<file path="config.mk">
export PLATFORM = sky130hd
export DESIGN_NAME = dpm_host
export DESIGN_NICKNAME = d
export VERILOG_FILES = /design/src/logic/dpm_host_pkg.sv /design/src/logic/dpm_host.sv /design/src/logic/dpm_pin_sync.sv
export VERILOG_INCLUDE_DIRS = /design/src /design/src/logic
export SDC_FILE = /design/constraint.sdc
export NUM_CORES = 1
export LEC_CHECK = 0
export BUFFER_PORTS_ARGS = -buffer_cell sky130_fd_sc_hd__buf_2
export CORE_UTILIZATION = 46
export DETAILED_ROUTE_END_ITERATION = 10
export GPL_TIMING_DRIVEN = 0
export PLACE_DENSITY = 0.72
export REMOVE_ABC_BUFFERS = 1
export SLEW_MARGIN = 20
export SYNTH_ARGS = -nofsm -noshare
export SYNTH_HDL_FRONTEND = slang
export SYNTH_HIERARCHICAL = 1
export SYNTH_SLANG_ARGS = --single-unit
</file>
<file path="constraint.sdc">
create_clock -name mclk_i -period 1.7 [get_ports mclk_i]
set_input_delay 0.425 -clock mclk_i [delete_from_list [all_inputs] [get_ports mclk_i]]
set_output_delay 0.425 -clock mclk_i [all_outputs]
set_load 0.03 [all_outputs]
</file>
<file path="src/logic/dpm_host_cfg.svh">
// Constants for the dual-port memory port controller
// Functional notes
// Free token written 0 by one side reads 0 there, 1 opposite.
// Token held: opposite side writing 0 changes no read value.
// Holder writes 1 with opposite request pending: token passes over.
// Eight tokens on three low address lines, bit 0 written, byte read.
// Token space needs memory enable high while token select low.
// Memory enable high means standby; both selects high means deselected.
// Left mail flag set by right write 1FFE, cleared by left read.
// Right mail flag set by left write 1FFF, cleared by right read.
// Mailbox words hold ordinary 8-bit data usable as plain memory.
// Same-location collision lets one access proceed, flags the other.
// Write from the flagged side is gated off internally.
// Role select high drives collision flags out; low takes them in.
// Slave collision pin low inhibits writes; high allows them.
// System ties slave collision input high, or low to block writes.
// Master collision decision uses enables and addresses only.
// Hold address and enable long enough before starting write strobe.
// Only one part in a width expansion may be master.
// Depth expansion ANDs per-part collision outputs into one flag.
// Tokens gate no memory access and add no wait states.
// Holder writes 1 without pending request: both sides read 1.
// Token read value latched while select and output enable active.
// Simultaneous requests: exactly one side wins, earlier one first.
// Master never drives both collision outputs low together.
`ifndef DPM_HOST_CFG_SVH
`define DPM_HOST_CFG_SVH

`define HOST_CLK_MHZ 250
`define HOST_SETUP_NS 20
`define HOST_STROBE_NS 20
`define HOST_HOLD_NS 10
`define HOST_SETUP_CYC ((`HOST_SETUP_NS * `HOST_CLK_MHZ + 999) / 1000)
`define HOST_STROBE_CYC ((`HOST_STROBE_NS * `HOST_CLK_MHZ + 999) / 1000)
`define HOST_HOLD_CYC ((`HOST_HOLD_NS * `HOST_CLK_MHZ + 999) / 1000)
`define HOST_SYNC_CYC 2
`define HOST_ADDR_W 13
`define HOST_DATA_W 8
`define HOST_TOKEN_IDX_W 3
`define HOST_LEFT_MAILBOX 13'h1FFE
`define HOST_RIGHT_MAILBOX 13'h1FFF

`endif

</file>
<file path="src/logic/dpm_host_pkg.sv">
// Types for the dual-port memory port controller
package dpm_host_pkg;
  typedef enum logic [1:0] {
    ST_IDLE   = 2'b00,
    ST_SETUP  = 2'b01,
    ST_STROBE = 2'b10,
    ST_HOLD   = 2'b11
  } host_state_t;
endpackage

</file>
<file path="src/logic/dpm_host.sv">
// Port controller that drives one side of the dual-port memory
`timescale 1ns/1ps
`include "dpm_host_cfg.svh"
module dpm_host #(
  parameter int NUM_BUSY = 1,
  parameter bit IS_LEFT = 1'b1,
  parameter bit MAKE_MASTER = 1'b1
) (
  // Clock and reset
  input wire logic mclk_i,
  input wire logic reset_n_i,
  // User command
  input wire logic cmd_valid_i,
  input wire logic cmd_write_i,
  input wire logic cmd_token_i,
  input wire logic [`HOST_ADDR_W-1:0] cmd_addr_i,
  input wire logic [`HOST_DATA_W-1:0] cmd_wdata_i,
  output logic cmd_ready_o,
  // User response
  output logic rsp_valid_o,
  output logic [`HOST_DATA_W-1:0] rsp_rdata_o,
  output logic rsp_blocked_o,
  output logic mail_pending_o,
  // Memory port pins
  output logic [`HOST_ADDR_W-1:0] addr_o,
  output logic mem_enable_n_o,
  output logic token_space_select_n_o,
  output logic rw_n_o,
  output logic oe_n_o,
  output logic [`HOST_DATA_W-1:0] data_o,
  output logic data_oe_o,
  input wire logic [`HOST_DATA_W-1:0] data_i,
  input wire logic [NUM_BUSY-1:0] busy_n_i,
  input wire logic mail_flag_n_i,
  output logic role_master_o
);
  localparam int SETUP_CYC = `HOST_SETUP_CYC;
  localparam int STROBE_CYC = `HOST_STROBE_CYC;
  localparam int HOLD_CYC = `HOST_HOLD_CYC;
  localparam int SYNC_CYC = `HOST_SYNC_CYC;
  localparam int SW = NUM_BUSY + 1 + `HOST_DATA_W;
  localparam logic [`HOST_ADDR_W-1:0] OWN_MAILBOX =
    IS_LEFT ? `HOST_LEFT_MAILBOX : `HOST_RIGHT_MAILBOX;

  dpm_host_pkg::host_state_t state_r, state_nxt;
  logic [3:0] cnt_r, cnt_nxt;
  logic is_wr_r, is_wr_nxt;
  logic is_tok_r, is_tok_nxt;
  logic ready_nxt, rsp_valid_nxt, blocked_nxt;
  logic [`HOST_DATA_W-1:0] rdata_nxt, wdata_nxt;
  logic [`HOST_ADDR_W-1:0] addr_nxt;
  logic ce_n_nxt, sem_n_nxt, rw_n_nxt, oe_n_nxt, data_oe_nxt;
  logic [SW-1:0] sync_w;
  wire logic [NUM_BUSY-1:0] busy_sync = sync_w[NUM_BUSY-1:0];
  wire logic mail_sync_n = sync_w[NUM_BUSY];
  wire logic [`HOST_DATA_W-1:0] data_sync = sync_w[SW-1 -: `HOST_DATA_W];

  // Every pin input passes two flops; busy and mail idle high, as a tied-high slave pin
  dpm_pin_sync #(.W(SW), .RST_VAL({{`HOST_DATA_W{1'b0}}, {(NUM_BUSY + 1){1'b1}}})) u_sync (
    .mclk_i(mclk_i),
    .reset_n_i(reset_n_i),
    .pin_i({data_i, mail_flag_n_i, busy_n_i}),
    .sync_o(sync_w)
  );

  // Depth-expanded parts: any low collision output means busy
  wire logic busy_clear = &busy_sync;
  wire logic cnt_done = (cnt_r == 4'h0);
  // Token accesses cover only the three index lines
  wire logic [`HOST_ADDR_W-1:0] cmd_pin_addr = cmd_token_i ?
    {{(`HOST_ADDR_W - `HOST_TOKEN_IDX_W){1'b0}}, cmd_addr_i[`HOST_TOKEN_IDX_W-1:0]} : cmd_addr_i;
  // Token writes carry only bit zero
  wire logic [`HOST_DATA_W-1:0] cmd_pin_data = cmd_token_i ?
    {{(`HOST_DATA_W - 1){1'b0}}, cmd_wdata_i[0]} : cmd_wdata_i;

  // Access sequencer: setup, strobe, hold, back to standby
  always_comb begin
    state_nxt = state_r;
    cnt_nxt = cnt_r;
    is_wr_nxt = is_wr_r;
    is_tok_nxt = is_tok_r;
    ready_nxt = cmd_ready_o;
    rsp_valid_nxt = 1'b0;
    blocked_nxt = rsp_blocked_o;
    rdata_nxt = rsp_rdata_o;
    addr_nxt = addr_o;
    wdata_nxt = data_o;
    ce_n_nxt = mem_enable_n_o;
    sem_n_nxt = token_space_select_n_o;
    rw_n_nxt = rw_n_o;
    oe_n_nxt = oe_n_o;
    data_oe_nxt = data_oe_o;
    case (state_r)
      dpm_host_pkg::ST_IDLE: begin
        // Ready rises one edge after reset; a request seen before then is ignored
        ready_nxt = 1'b1;
        if (cmd_valid_i && cmd_ready_o) begin
          is_wr_nxt = cmd_write_i;
          is_tok_nxt = cmd_token_i;
          addr_nxt = cmd_pin_addr;
          wdata_nxt = cmd_pin_data;
          ce_n_nxt = cmd_token_i; // Token space keeps memory enable high
          sem_n_nxt = ~cmd_token_i;
          data_oe_nxt = cmd_write_i;
          blocked_nxt = 1'b0;
          ready_nxt = 1'b0;
          cnt_nxt = 4'(SETUP_CYC - 1);
          state_nxt = dpm_host_pkg::ST_SETUP;
        end
      end
      dpm_host_pkg::ST_SETUP: begin
        // Address held so the master's flag settles before strobing
        if (!cnt_done) begin
          cnt_nxt = cnt_r - 4'h1;
        end else if (is_tok_r || busy_clear) begin // Stall while flagged
          rw_n_nxt = ~is_wr_r;
          oe_n_nxt = is_wr_r;
          cnt_nxt = is_wr_r ? 4'(STROBE_CYC - 1) : 4'(STROBE_CYC + SYNC_CYC - 1);
          state_nxt = dpm_host_pkg::ST_STROBE;
        end
      end
      dpm_host_pkg::ST_STROBE: begin
        // A write hit by busy mid-strobe was gated inside the part
        if (is_wr_r && !is_tok_r && !busy_clear) begin
          blocked_nxt = 1'b1;
        end
        if (!cnt_done) begin
          cnt_nxt = cnt_r - 4'h1;
        end else begin
          if (!is_wr_r) begin
            rdata_nxt = data_sync;
          end
          rw_n_nxt = 1'b1;
          oe_n_nxt = 1'b1; // Drops latched token value for the next read
          cnt_nxt = 4'(HOLD_CYC - 1);
          state_nxt = dpm_host_pkg::ST_HOLD;
        end
      end
      dpm_host_pkg::ST_HOLD: begin
        if (!cnt_done) begin
          cnt_nxt = cnt_r - 4'h1;
        end else begin
          ce_n_nxt = 1'b1; // Both selects high puts the port in standby
          sem_n_nxt = 1'b1;
          data_oe_nxt = 1'b0;
          rsp_valid_nxt = 1'b1;
          ready_nxt = 1'b1;
          state_nxt = dpm_host_pkg::ST_IDLE;
        end
      end
      default: begin
        state_nxt = dpm_host_pkg::ST_IDLE;
      end
    endcase
  end

  // Sequencer state
  always_ff @(posedge mclk_i) begin
    if (!reset_n_i) begin
      state_r <= dpm_host_pkg::ST_IDLE;
      cnt_r <= 4'h0;
      is_wr_r <= 1'b0;
      is_tok_r <= 1'b0;
    end else begin
      state_r <= state_nxt;
      cnt_r <= cnt_nxt;
      is_wr_r <= is_wr_nxt;
      is_tok_r <= is_tok_nxt;
    end
  end

  // Pin drivers, all from flops; idle is deselected standby
  always_ff @(posedge mclk_i) begin
    if (!reset_n_i) begin
      addr_o <= 13'h0000;
      data_o <= 8'h00;
      mem_enable_n_o <= 1'b1;
      token_space_select_n_o <= 1'b1;
      rw_n_o <= 1'b1;
      oe_n_o <= 1'b1;
      data_oe_o <= 1'b0;
    end else begin
      addr_o <= addr_nxt;
      data_o <= wdata_nxt;
      mem_enable_n_o <= ce_n_nxt;
      token_space_select_n_o <= sem_n_nxt;
      rw_n_o <= rw_n_nxt;
      oe_n_o <= oe_n_nxt;
      data_oe_o <= data_oe_nxt;
    end
  end

  // User side outputs; a single master per width group is a build choice
  always_ff @(posedge mclk_i) begin
    if (!reset_n_i) begin
      cmd_ready_o <= 1'b0;
      rsp_valid_o <= 1'b0;
      rsp_rdata_o <= 8'h00;
      rsp_blocked_o <= 1'b0;
      mail_pending_o <= 1'b0;
      role_master_o <= 1'b0;
    end else begin
      cmd_ready_o <= ready_nxt;
      rsp_valid_o <= rsp_valid_nxt;
      rsp_rdata_o <= rdata_nxt;
      rsp_blocked_o <= blocked_nxt;
      mail_pending_o <= ~mail_sync_n; // Cleared by reading OWN_MAILBOX
      role_master_o <= MAKE_MASTER;
    end
  end

  // Checks on the pin sequence
  wire logic port_selected = !mem_enable_n_o || !token_space_select_n_o;
endmodule

</file>
<file path="src/logic/dpm_pin_sync.sv">
// Two-stage synchroniser for pin inputs
`timescale 1ns/1ps
module dpm_pin_sync #(
  parameter int W = 1,
  parameter logic [W-1:0] RST_VAL = '0
) (
  // Clock and reset
  input wire logic mclk_i,
  input wire logic reset_n_i,
  // Pins in, synchronised out
  input wire logic [W-1:0] pin_i,
  output logic [W-1:0] sync_o
);
  logic [W-1:0] meta_r;

  // First stage feeds only the second
  always_ff @(posedge mclk_i) begin
    if (!reset_n_i) begin
      meta_r <= RST_VAL;
      sync_o <= RST_VAL;
    end else begin
      meta_r <= pin_i;
      sync_o <= meta_r;
    end
  end
endmodule

</file>
==> reports/qor.csv, run 1 <==
metric,value,unit
status,"finished, final reports clean",
finalSetupTns,0,ns
tritoncts,done,
synth-edff-count,0,
antenna_violating_nets_post_route,0,
critical_path_required,1.92,ns
power_report.internal_total,0.003203,W
die-area,6161,µm²
chipHeight,78.49,µm
r2r_cells,5,
maximum_level_of_the_cts_h_tree,3,
nNetsFinal,391,
num_rows,27,
layout.cells.most_common_list,"74 x buf_2, 63 x dfxtp_1, 38 x nand2_1",
ys.warnings.count,6,
cts_sinks,67,
vias,2103,
reg2reg_to,cnt_r[2]$_SDFFE_PN0P_,
drt_pre_antenna_iters,4,
die_x,78.49,µm
p_leak,1.493,nW
number_of_instances_in_the_synthesized_netlist,276,
register_area,1351,µm²
ys_seq_elements,67,
synth-seq-area-share,49.84,%
layout.filler_cells,481,
finalNonFillerCells,425,
routed_wirelength,5367,µm
regToRegStartpoint,cnt_r[0]$_SDFFE_PN0P_,
route.detailed.wl_per_inst,12.63,µm
grtUsageMet2,31.32,%
worstMarginPinSlew,0.5263,ns
most_frequent_standard_cell_in_the_layout_excluding_fill_and_tap_cells,buf_2,
worst_ep_arrival_time,1.87,ns
top_level_ports,75,
power.share.sequential,38.8,%
avgSynthCellArea,9.751,µm²
area_delta_synth_final,27.94,%
setup_viol_count_final,0,
post-dp-hpwl,3358,µm
grt-ovfl-total,0,
ys.flop_type,dfxtp_1,
globalRoute.busiestLayer,met2,
core_area,5574,µm²
grt.met1_usage,21.64,%
synth_top_area_share,49.84,%
synth_cell_types,40,
whs,0.2663,ns
worst_ir_drop_vdd,0.6709,mV
total_switching_power,0.001639,W
worst_hold_path_depth,2,
cts_buffer_depth,2,
finish.instance_area,3443,µm²
post_dp_area,3035,µm²
port_buffer_count,74,
cts.root.buffer_cell,clkbuf_8,
combPwrFrac,30.7,%
vias_per_cell,4.948,
r2r_setup_slack,0.05,ns
clk_latency,0.33,ns
final_wtd_congestion,0.7944,
placed_cells_incl_taps,402,
grt_antenna_before_repair,0,
final_period_minus_worst_setup_slack,1.646,ns
synth_async_reset_ratio,0,%
clk_pin_slew_worst_paths,0.08,ns
hold-path-endpoint,u_sync/meta_r[1]$_SDFF_PN1_,
area_taken_by_multi_input_logic_gates,1309,µm²
numCtsBuffers,9,
crit_fanout,4,
slew_headroom,64.91,%
max_freq,607.6,MHz
power.total,0.004843,W
dr.first_iter.drc_count,68,
grt_usage,18.60,%
timing.clock.skew,0.006295,ns
pin_count_of_the_biggest_net_entering_global_routing,75,
global_route_wire_length_before_repair,9011,µm
power_switching_share,33.85,%
cap_violations,0,
startpoint_type,flip-flop,
timing.hold.worst.start,mail_flag_n_i,
hp-class,in -> reg,
initial_standard_cell_utilization_of_the_core,48.28,%
grt_pass1_vias,2093,
layout-drive-gt1-share,35.69,%
residual_drc,0,
antennaDiodeCount,0,
netlist_area,2691,µm²
path_class,reg -> reg,
synth.top_cells.by_area,"dfxtp_1 50%, a21boi_0 7.0%, nand2_1 5.3%, nand3b_1 5.3%, mux2i_1 4.5%",
powerDensity,1406,nW/µm²
worstSetupEndpointType,flip-flop,
final.period_utilization,96.81,%
routing_usage_on_met3,6.279,%
netlist.top_cell.by_area,dfxtp_1,
hold_viol,0,
number_of_pins_exceeding_their_max_slew_limit_in_the_final_report,0,
clock_power_share,30.5,%
rsz_0062_raised_after_global_routing,false,
[state kept, by name, summed over array words and instances (netlist names), 2 cells and up]
| register | flops |
|---|---|
| state_r | 2 |
| rsp_rdata_o | 8 |
| addr_o | 13 |
| cnt_r | 4 |
| data_o | 8 |
| u_sync/sync_o | 10 |
| u_sync/meta_r | 10 |
[cell type report]
type	instances	share of cell area, %
well taps	72	2.616
clock inverters	7	2.907
repair buffers	81	12.97
flip-flops and latches	67	39.24
multi-input cells	183	38.01
inverters	6	0.6541
clock buffers	9	3.597
[how the worst max path moves through the flow]
stage                                      from  cells past startpoint                          end
final                     cnt_r[0]$_SDFFE_PN0P_                      5        cnt_r[2]$_SDFFE_PN0P_
after global routing      cnt_r[0]$_SDFFE_PN0P_                      6        cnt_r[2]$_SDFFE_PN0P_
after CTS                 cnt_r[0]$_SDFFE_PN0P_                      6          oe_n_o$_SDFFE_PN1P_
after detailed placement  cnt_r[0]$_SDFFE_PN0P_                      6  rsp_rdata_o[2]$_SDFFE_PN0P_
after global placement    cnt_r[0]$_SDFFE_PN0P_                      6  rsp_rdata_o[5]$_SDFFE_PN0P_
after floorplan           cnt_r[0]$_SDFFE_PN0P_                      5        cnt_r[2]$_SDFFE_PN0P_
[stage by stage]
| stage | util [%] | setup WS [ns] |
|---|---|---|
| 3_5_place_dp | 54.46 | -0.3723 |
| 6_report | 61.77 | 0.05417 |
| 2_1_floorplan | - | 0.001063 |
| 4_1_cts | 59.87 | 0.01146 |
| 3_3_place_gp | 54.46 | -0.3348 |
| 5_1_grt | 61.77 | 0.001117 |
[cell families after synthesis]
group / Yosys count / synth area share (%)
and+or+nand+nor: 119 / 24.83
adders and majority gates: 7 / 3.254
buffers and inverters: 26 / 5.160
AOI/OAI and AO/OA: 45 / 12.46
muxes: 12 / 4.463
DFF: 67 / 49.84
[cells in the mapped netlist, types with 2 or more instances]
library cell,count
dfxtp_1,67
nand2_1,38
a21boi_0,25
nand3b_1,19
and2_1,16
mux2i_1,12
clkbuf_1,11
nor2b_1,10
nand2b_1,9
ha_1,7
inv_1,6
nor2_1,6
o21ai_0,6
nand3_1,5
buf_6,3
nor3_1,3
o21ai_1,3
a21oi_1,2
and3_1,2
buf_2,2
clkbuf_2,2
nor3b_1,2
nor4_1,2
or3b_1,2
[metal layers]
| layer | share of wire [%] | routed length, µm |
|---|---|---|
| met3 | 6.7 | 358 |
| met5 | 0 | 0 |
| met2 | 46 | 2469 |
| met4 | 1.8 | 95 |
| met1 | 46 | 2444 |
[worst max-delay path, stage by stage (launching register included)]
cell and delay (ns):
dfxtp_2 0.36, inv_2 0.06, ha_4 0.16, and4bb_2 0.25, a311o_2 0.38, o311a_1 0.33
[timing repair]
action,in CTS,in global routing
setup buffers,4,2
gates cloned,0,0
hold endpoints to repair,0,0
setup endpoints to repair,41,27
gates resized for setup,16,14
pin swaps,4,4
hold buffers,0,0
[power groups by stage]
| stage | logic [W] | clock network, W | registers, W |
|---|---|---|---|
| floorplan | 0.000707 | 0 | 0.00207 |
| global placement | 0.00122 | 0 | 0.00187 |
| detailed placement | 0.00124 | 0 | 0.00188 |
| CTS | 0.00137 | 0.00151 | 0.00186 |
| global route | 0.00163 | 0.00158 | 0.00191 |
| finish | 0.00149 | 0.00148 | 0.00188 |
No activity file was read; power rests on OpenSTA's default activity.
==> run 2: changes to the inputs <==
--- a/config.mk
+++ b/config.mk
@@ -9,2 +9,3 @@
 export BUFFER_PORTS_ARGS = -buffer_cell sky130_fd_sc_hd__buf_2
+export CORE_ASPECT_RATIO = 1.4
 export CORE_UTILIZATION = 46
==> constraint.sdc (replaced) <==
create_clock -name mclk_i -period 1.7 [get_ports mclk_i]
set_input_delay 0 -clock mclk_i [delete_from_list [all_inputs] [get_ports mclk_i]]
set_output_delay 0 -clock mclk_i [all_outputs]
set_load 0.03 [all_outputs]
==> reports/qor.csv, run 2 (same netlist as run 1, synthesis figures left out) <==
metric,value,unit,change
route.detailed.wl_per_inst,12.77,µm,was 12.63 µm
worstMarginPinSlew,1.020,ns,was 0.5263 ns
hp-class,in -> reg,,unchanged
status,"finished, final reports clean",,unchanged
core_area,5565,µm²,was 5574 µm²
crit_fanout,6,,was 4
grt_pass1_vias,1976,,was 2093
final_wtd_congestion,0.7628,,was 0.7944
max_stage_delay,0.42,ns,was 0.38 ns
global_route_wire_length_before_repair,9018,µm,was 9011 µm
area_delta_synth_final,37.56,%,was 27.94%
worst_ir_drop_vdd,0.7132,mV,was 0.6709 mV
nNetsFinal,424,,was 391
maximum_level_of_the_cts_h_tree,3,,unchanged
antenna_violating_nets_post_route,0,,unchanged
number_of_pins_exceeding_their_max_slew_limit_in_the_final_report,0,,unchanged
timing.clock.skew,0.01311,ns,was 0.006295 ns
chipHeight,92.51,µm,was 78.49 µm
rsz_0062_raised_after_global_routing,true,,was false
critical_path_s_slowest_cell,or3b_4,,was a311o_2
register_area,1346,µm²,was 1351 µm²
setup_slack,0.006356,ns,was 0.05417 ns
cts_buffer_depth,2,,unchanged
path_class,reg -> reg,,unchanged
pin_count_of_the_biggest_net_entering_global_routing,75,,unchanged
drt_pre_antenna_iters,4,,unchanged
startpoint_type,flip-flop,,unchanged
layout.filler_cells,435,,was 481
slew_headroom,32.03,%,was 64.91%
antennaDiodeCount,0,,unchanged
finalSetupTns,0,ns,unchanged
die-area,6165,µm²,was 6161 µm²
crit_path_cell_trace,"inv_2, ha_4, or3b_4, a211oi_4, nor3b_2, o21ai_1",,"was inv_2, ha_4, and4bb_2, a311o_2, o311a_1"
area_taken_by_multi_input_logic_gates,1296,µm²,was 1309 µm²
final_period_minus_worst_setup_slack,1.694,ns,was 1.646 ns
layout-drive-gt1-share,31.35,%,was 35.69%
initial_standard_cell_utilization_of_the_core,48.36,%,was 48.28%
post_dp_area,3030,µm²,was 3035 µm²
num_rows,32,,was 27
worstPathBufferInverterCount,1,,unchanged
grt-ovfl-total,0,,unchanged
powerDensity,1278,nW/µm²,was 1406 nW/µm²
final.period_utilization,99.63,%,was 96.81%
vias,2256,,was 2103
clk_pin_slew_worst_paths,0.08,ns,about the same
top_level_ports,75,,unchanged
finish.instance_area,3702,µm²,was 3443 µm²
grt_antenna_before_repair,0,,unchanged
cap_violations,0,,unchanged
layout.cells.most_common_list,"74 x buf_2, 63 x dfxtp_1, 38 x nand2_1",,unchanged
max_freq,590.4,MHz,was 607.6 MHz
post-dp-hpwl,3313,µm,was 3358 µm
routed_wirelength,5796,µm,was 5367 µm
largest_register_ffs,13,,unchanged
top_register,addr_o,,unchanged
critical_path_required,1.89,ns,was 1.92 ns
p_leak,1.614,nW,was 1.493 nW
tritoncts,done,,unchanged
setup_viol_count_final,0,,unchanged
worstSetupEndpointType,flip-flop,,unchanged
most_frequent_standard_cell_in_the_layout_excluding_fill_and_tap_cells,buf_2,,unchanged
residual_drc,0,,unchanged
finalNonFillerCells,454,,was 425
numCtsBuffers,9,,unchanged
placed_cells_incl_taps,398,,was 402
detailedPlace.worstSlack,-0.4037,ns,was -0.3723 ns
worst_ep_arrival_time,1.88,ns,was 1.87 ns
cts.root.buffer_cell,clkbuf_8,,unchanged
cts_sinks,67,,unchanged
biggestRegsByFlops,"addr_o x13, u_sync/meta_r x10, u_sync/sync_o x10",,unchanged
critical-path-top-delay-family,simple AND/OR/NAND/NOR gates,,was compound AO/OA/AOI/OAI gates
clk_latency,0.34,ns,was 0.33 ns
hold_viol,0,,unchanged
dr.first_iter.drc_count,79,,was 68
die_x,66.65,µm,was 78.49 µm
vias_per_cell,4.969,,was 4.948
power.total,0.004731,W,was 0.004843 W
port_buffer_count,74,,unchanged
grt_usage,19.31,%,was 18.60%
run 2: cell types whose count changed in the layout (fill, tap and decap cells not counted), sizes merged:
cell,previous run,this run
bufinv,2,1
buf,81,82
clkbuf,9,11
clkinv,1,2
clkinvlp,2,1
dlygate4sd3,0,32
inv,8,7
run 2: worst register-to-register path: stages, from the launching register on:
cell,delay [ns]
dfxtp_2,0.33
inv_2,0.07
ha_4,0.14
or3b_4,0.42
a211oi_4,0.27
nor3b_2,0.21
o21ai_1,0.08
run 2: path summary, 6_finish.rpt:
| path | from | to | slack (ns) | depth (start not counted) |
|---|---|---|---|---|
| worst max-delay path | cnt_r[1]$_SDFFE_PN0P_ | oe_n_o$_SDFFE_PN1P_ | 0.006 | 6 |
| worst min register to register | u_sync/sync_o[1]$_SDFF_PN1_ | mail_pending_o$_SDFF_PN0_ | 0.38 | 1 |
| worst min-delay path | cmd_token_i | is_tok_r$_SDFFE_PN0P_ | 0.08 | 3 |
| worst max register to register | cnt_r[1]$_SDFFE_PN0P_ | oe_n_o$_SDFFE_PN1P_ | 0.006 | 6 |
run 2: per-layer routing:
metal	wire [µm]	vias up	GRT usage [%]
met1	2564	1041	23.65
met2	2791	68	30.56
li1	-	1137	-
met4	110	0	9.574
met5	0	-	0
met3	329	10	5.172
run 2: layout make-up:
cell class | count | share of cell area, %
sequential | 67 | 36.36
inverter | 6 | 0.6083
multi-input combinational | 183 | 35.01
clock inverter | 5 | 1.622
tap | 68 | 2.298
timing repair buffer | 114 | 20.28
clock buffer | 11 | 3.819
run 2: timing repair:
| action | CTS | global route |
|---|---|---|
| buffers inserted | 2 | 6 |
| pin swaps | 3 | 4 |
| hold endpoints to repair | 33 | 0 |
| resized for setup | 19 | 5 |
| hold buffers | 32 | 0 |
| setup endpoints to repair | 41 | 9 |
run 2: metrics by stage:
| step | util (%) | hold WS (ns) |
|---|---|---|
| final | 66.52 | 0.07703 |
| after global placement | 54.45 | 0.1823 |
| after CTS | 65.31 | 0.06178 |
| after global routing | 66.52 | 0.09680 |
| after detailed placement | 54.45 | 0.1858 |
| after floorplan | - | 0.02772 |
run 2: power by group:
group | total, W | switching [W] | internal [W]
logic | 0.00151 | 0.000857 | 0.000652
clock network | 0.00135 | 0.000625 | 0.000723
registers | 0.00187 | 0.000135 | 0.00174
total | 0.00473 | 0.00162 | 0.00311
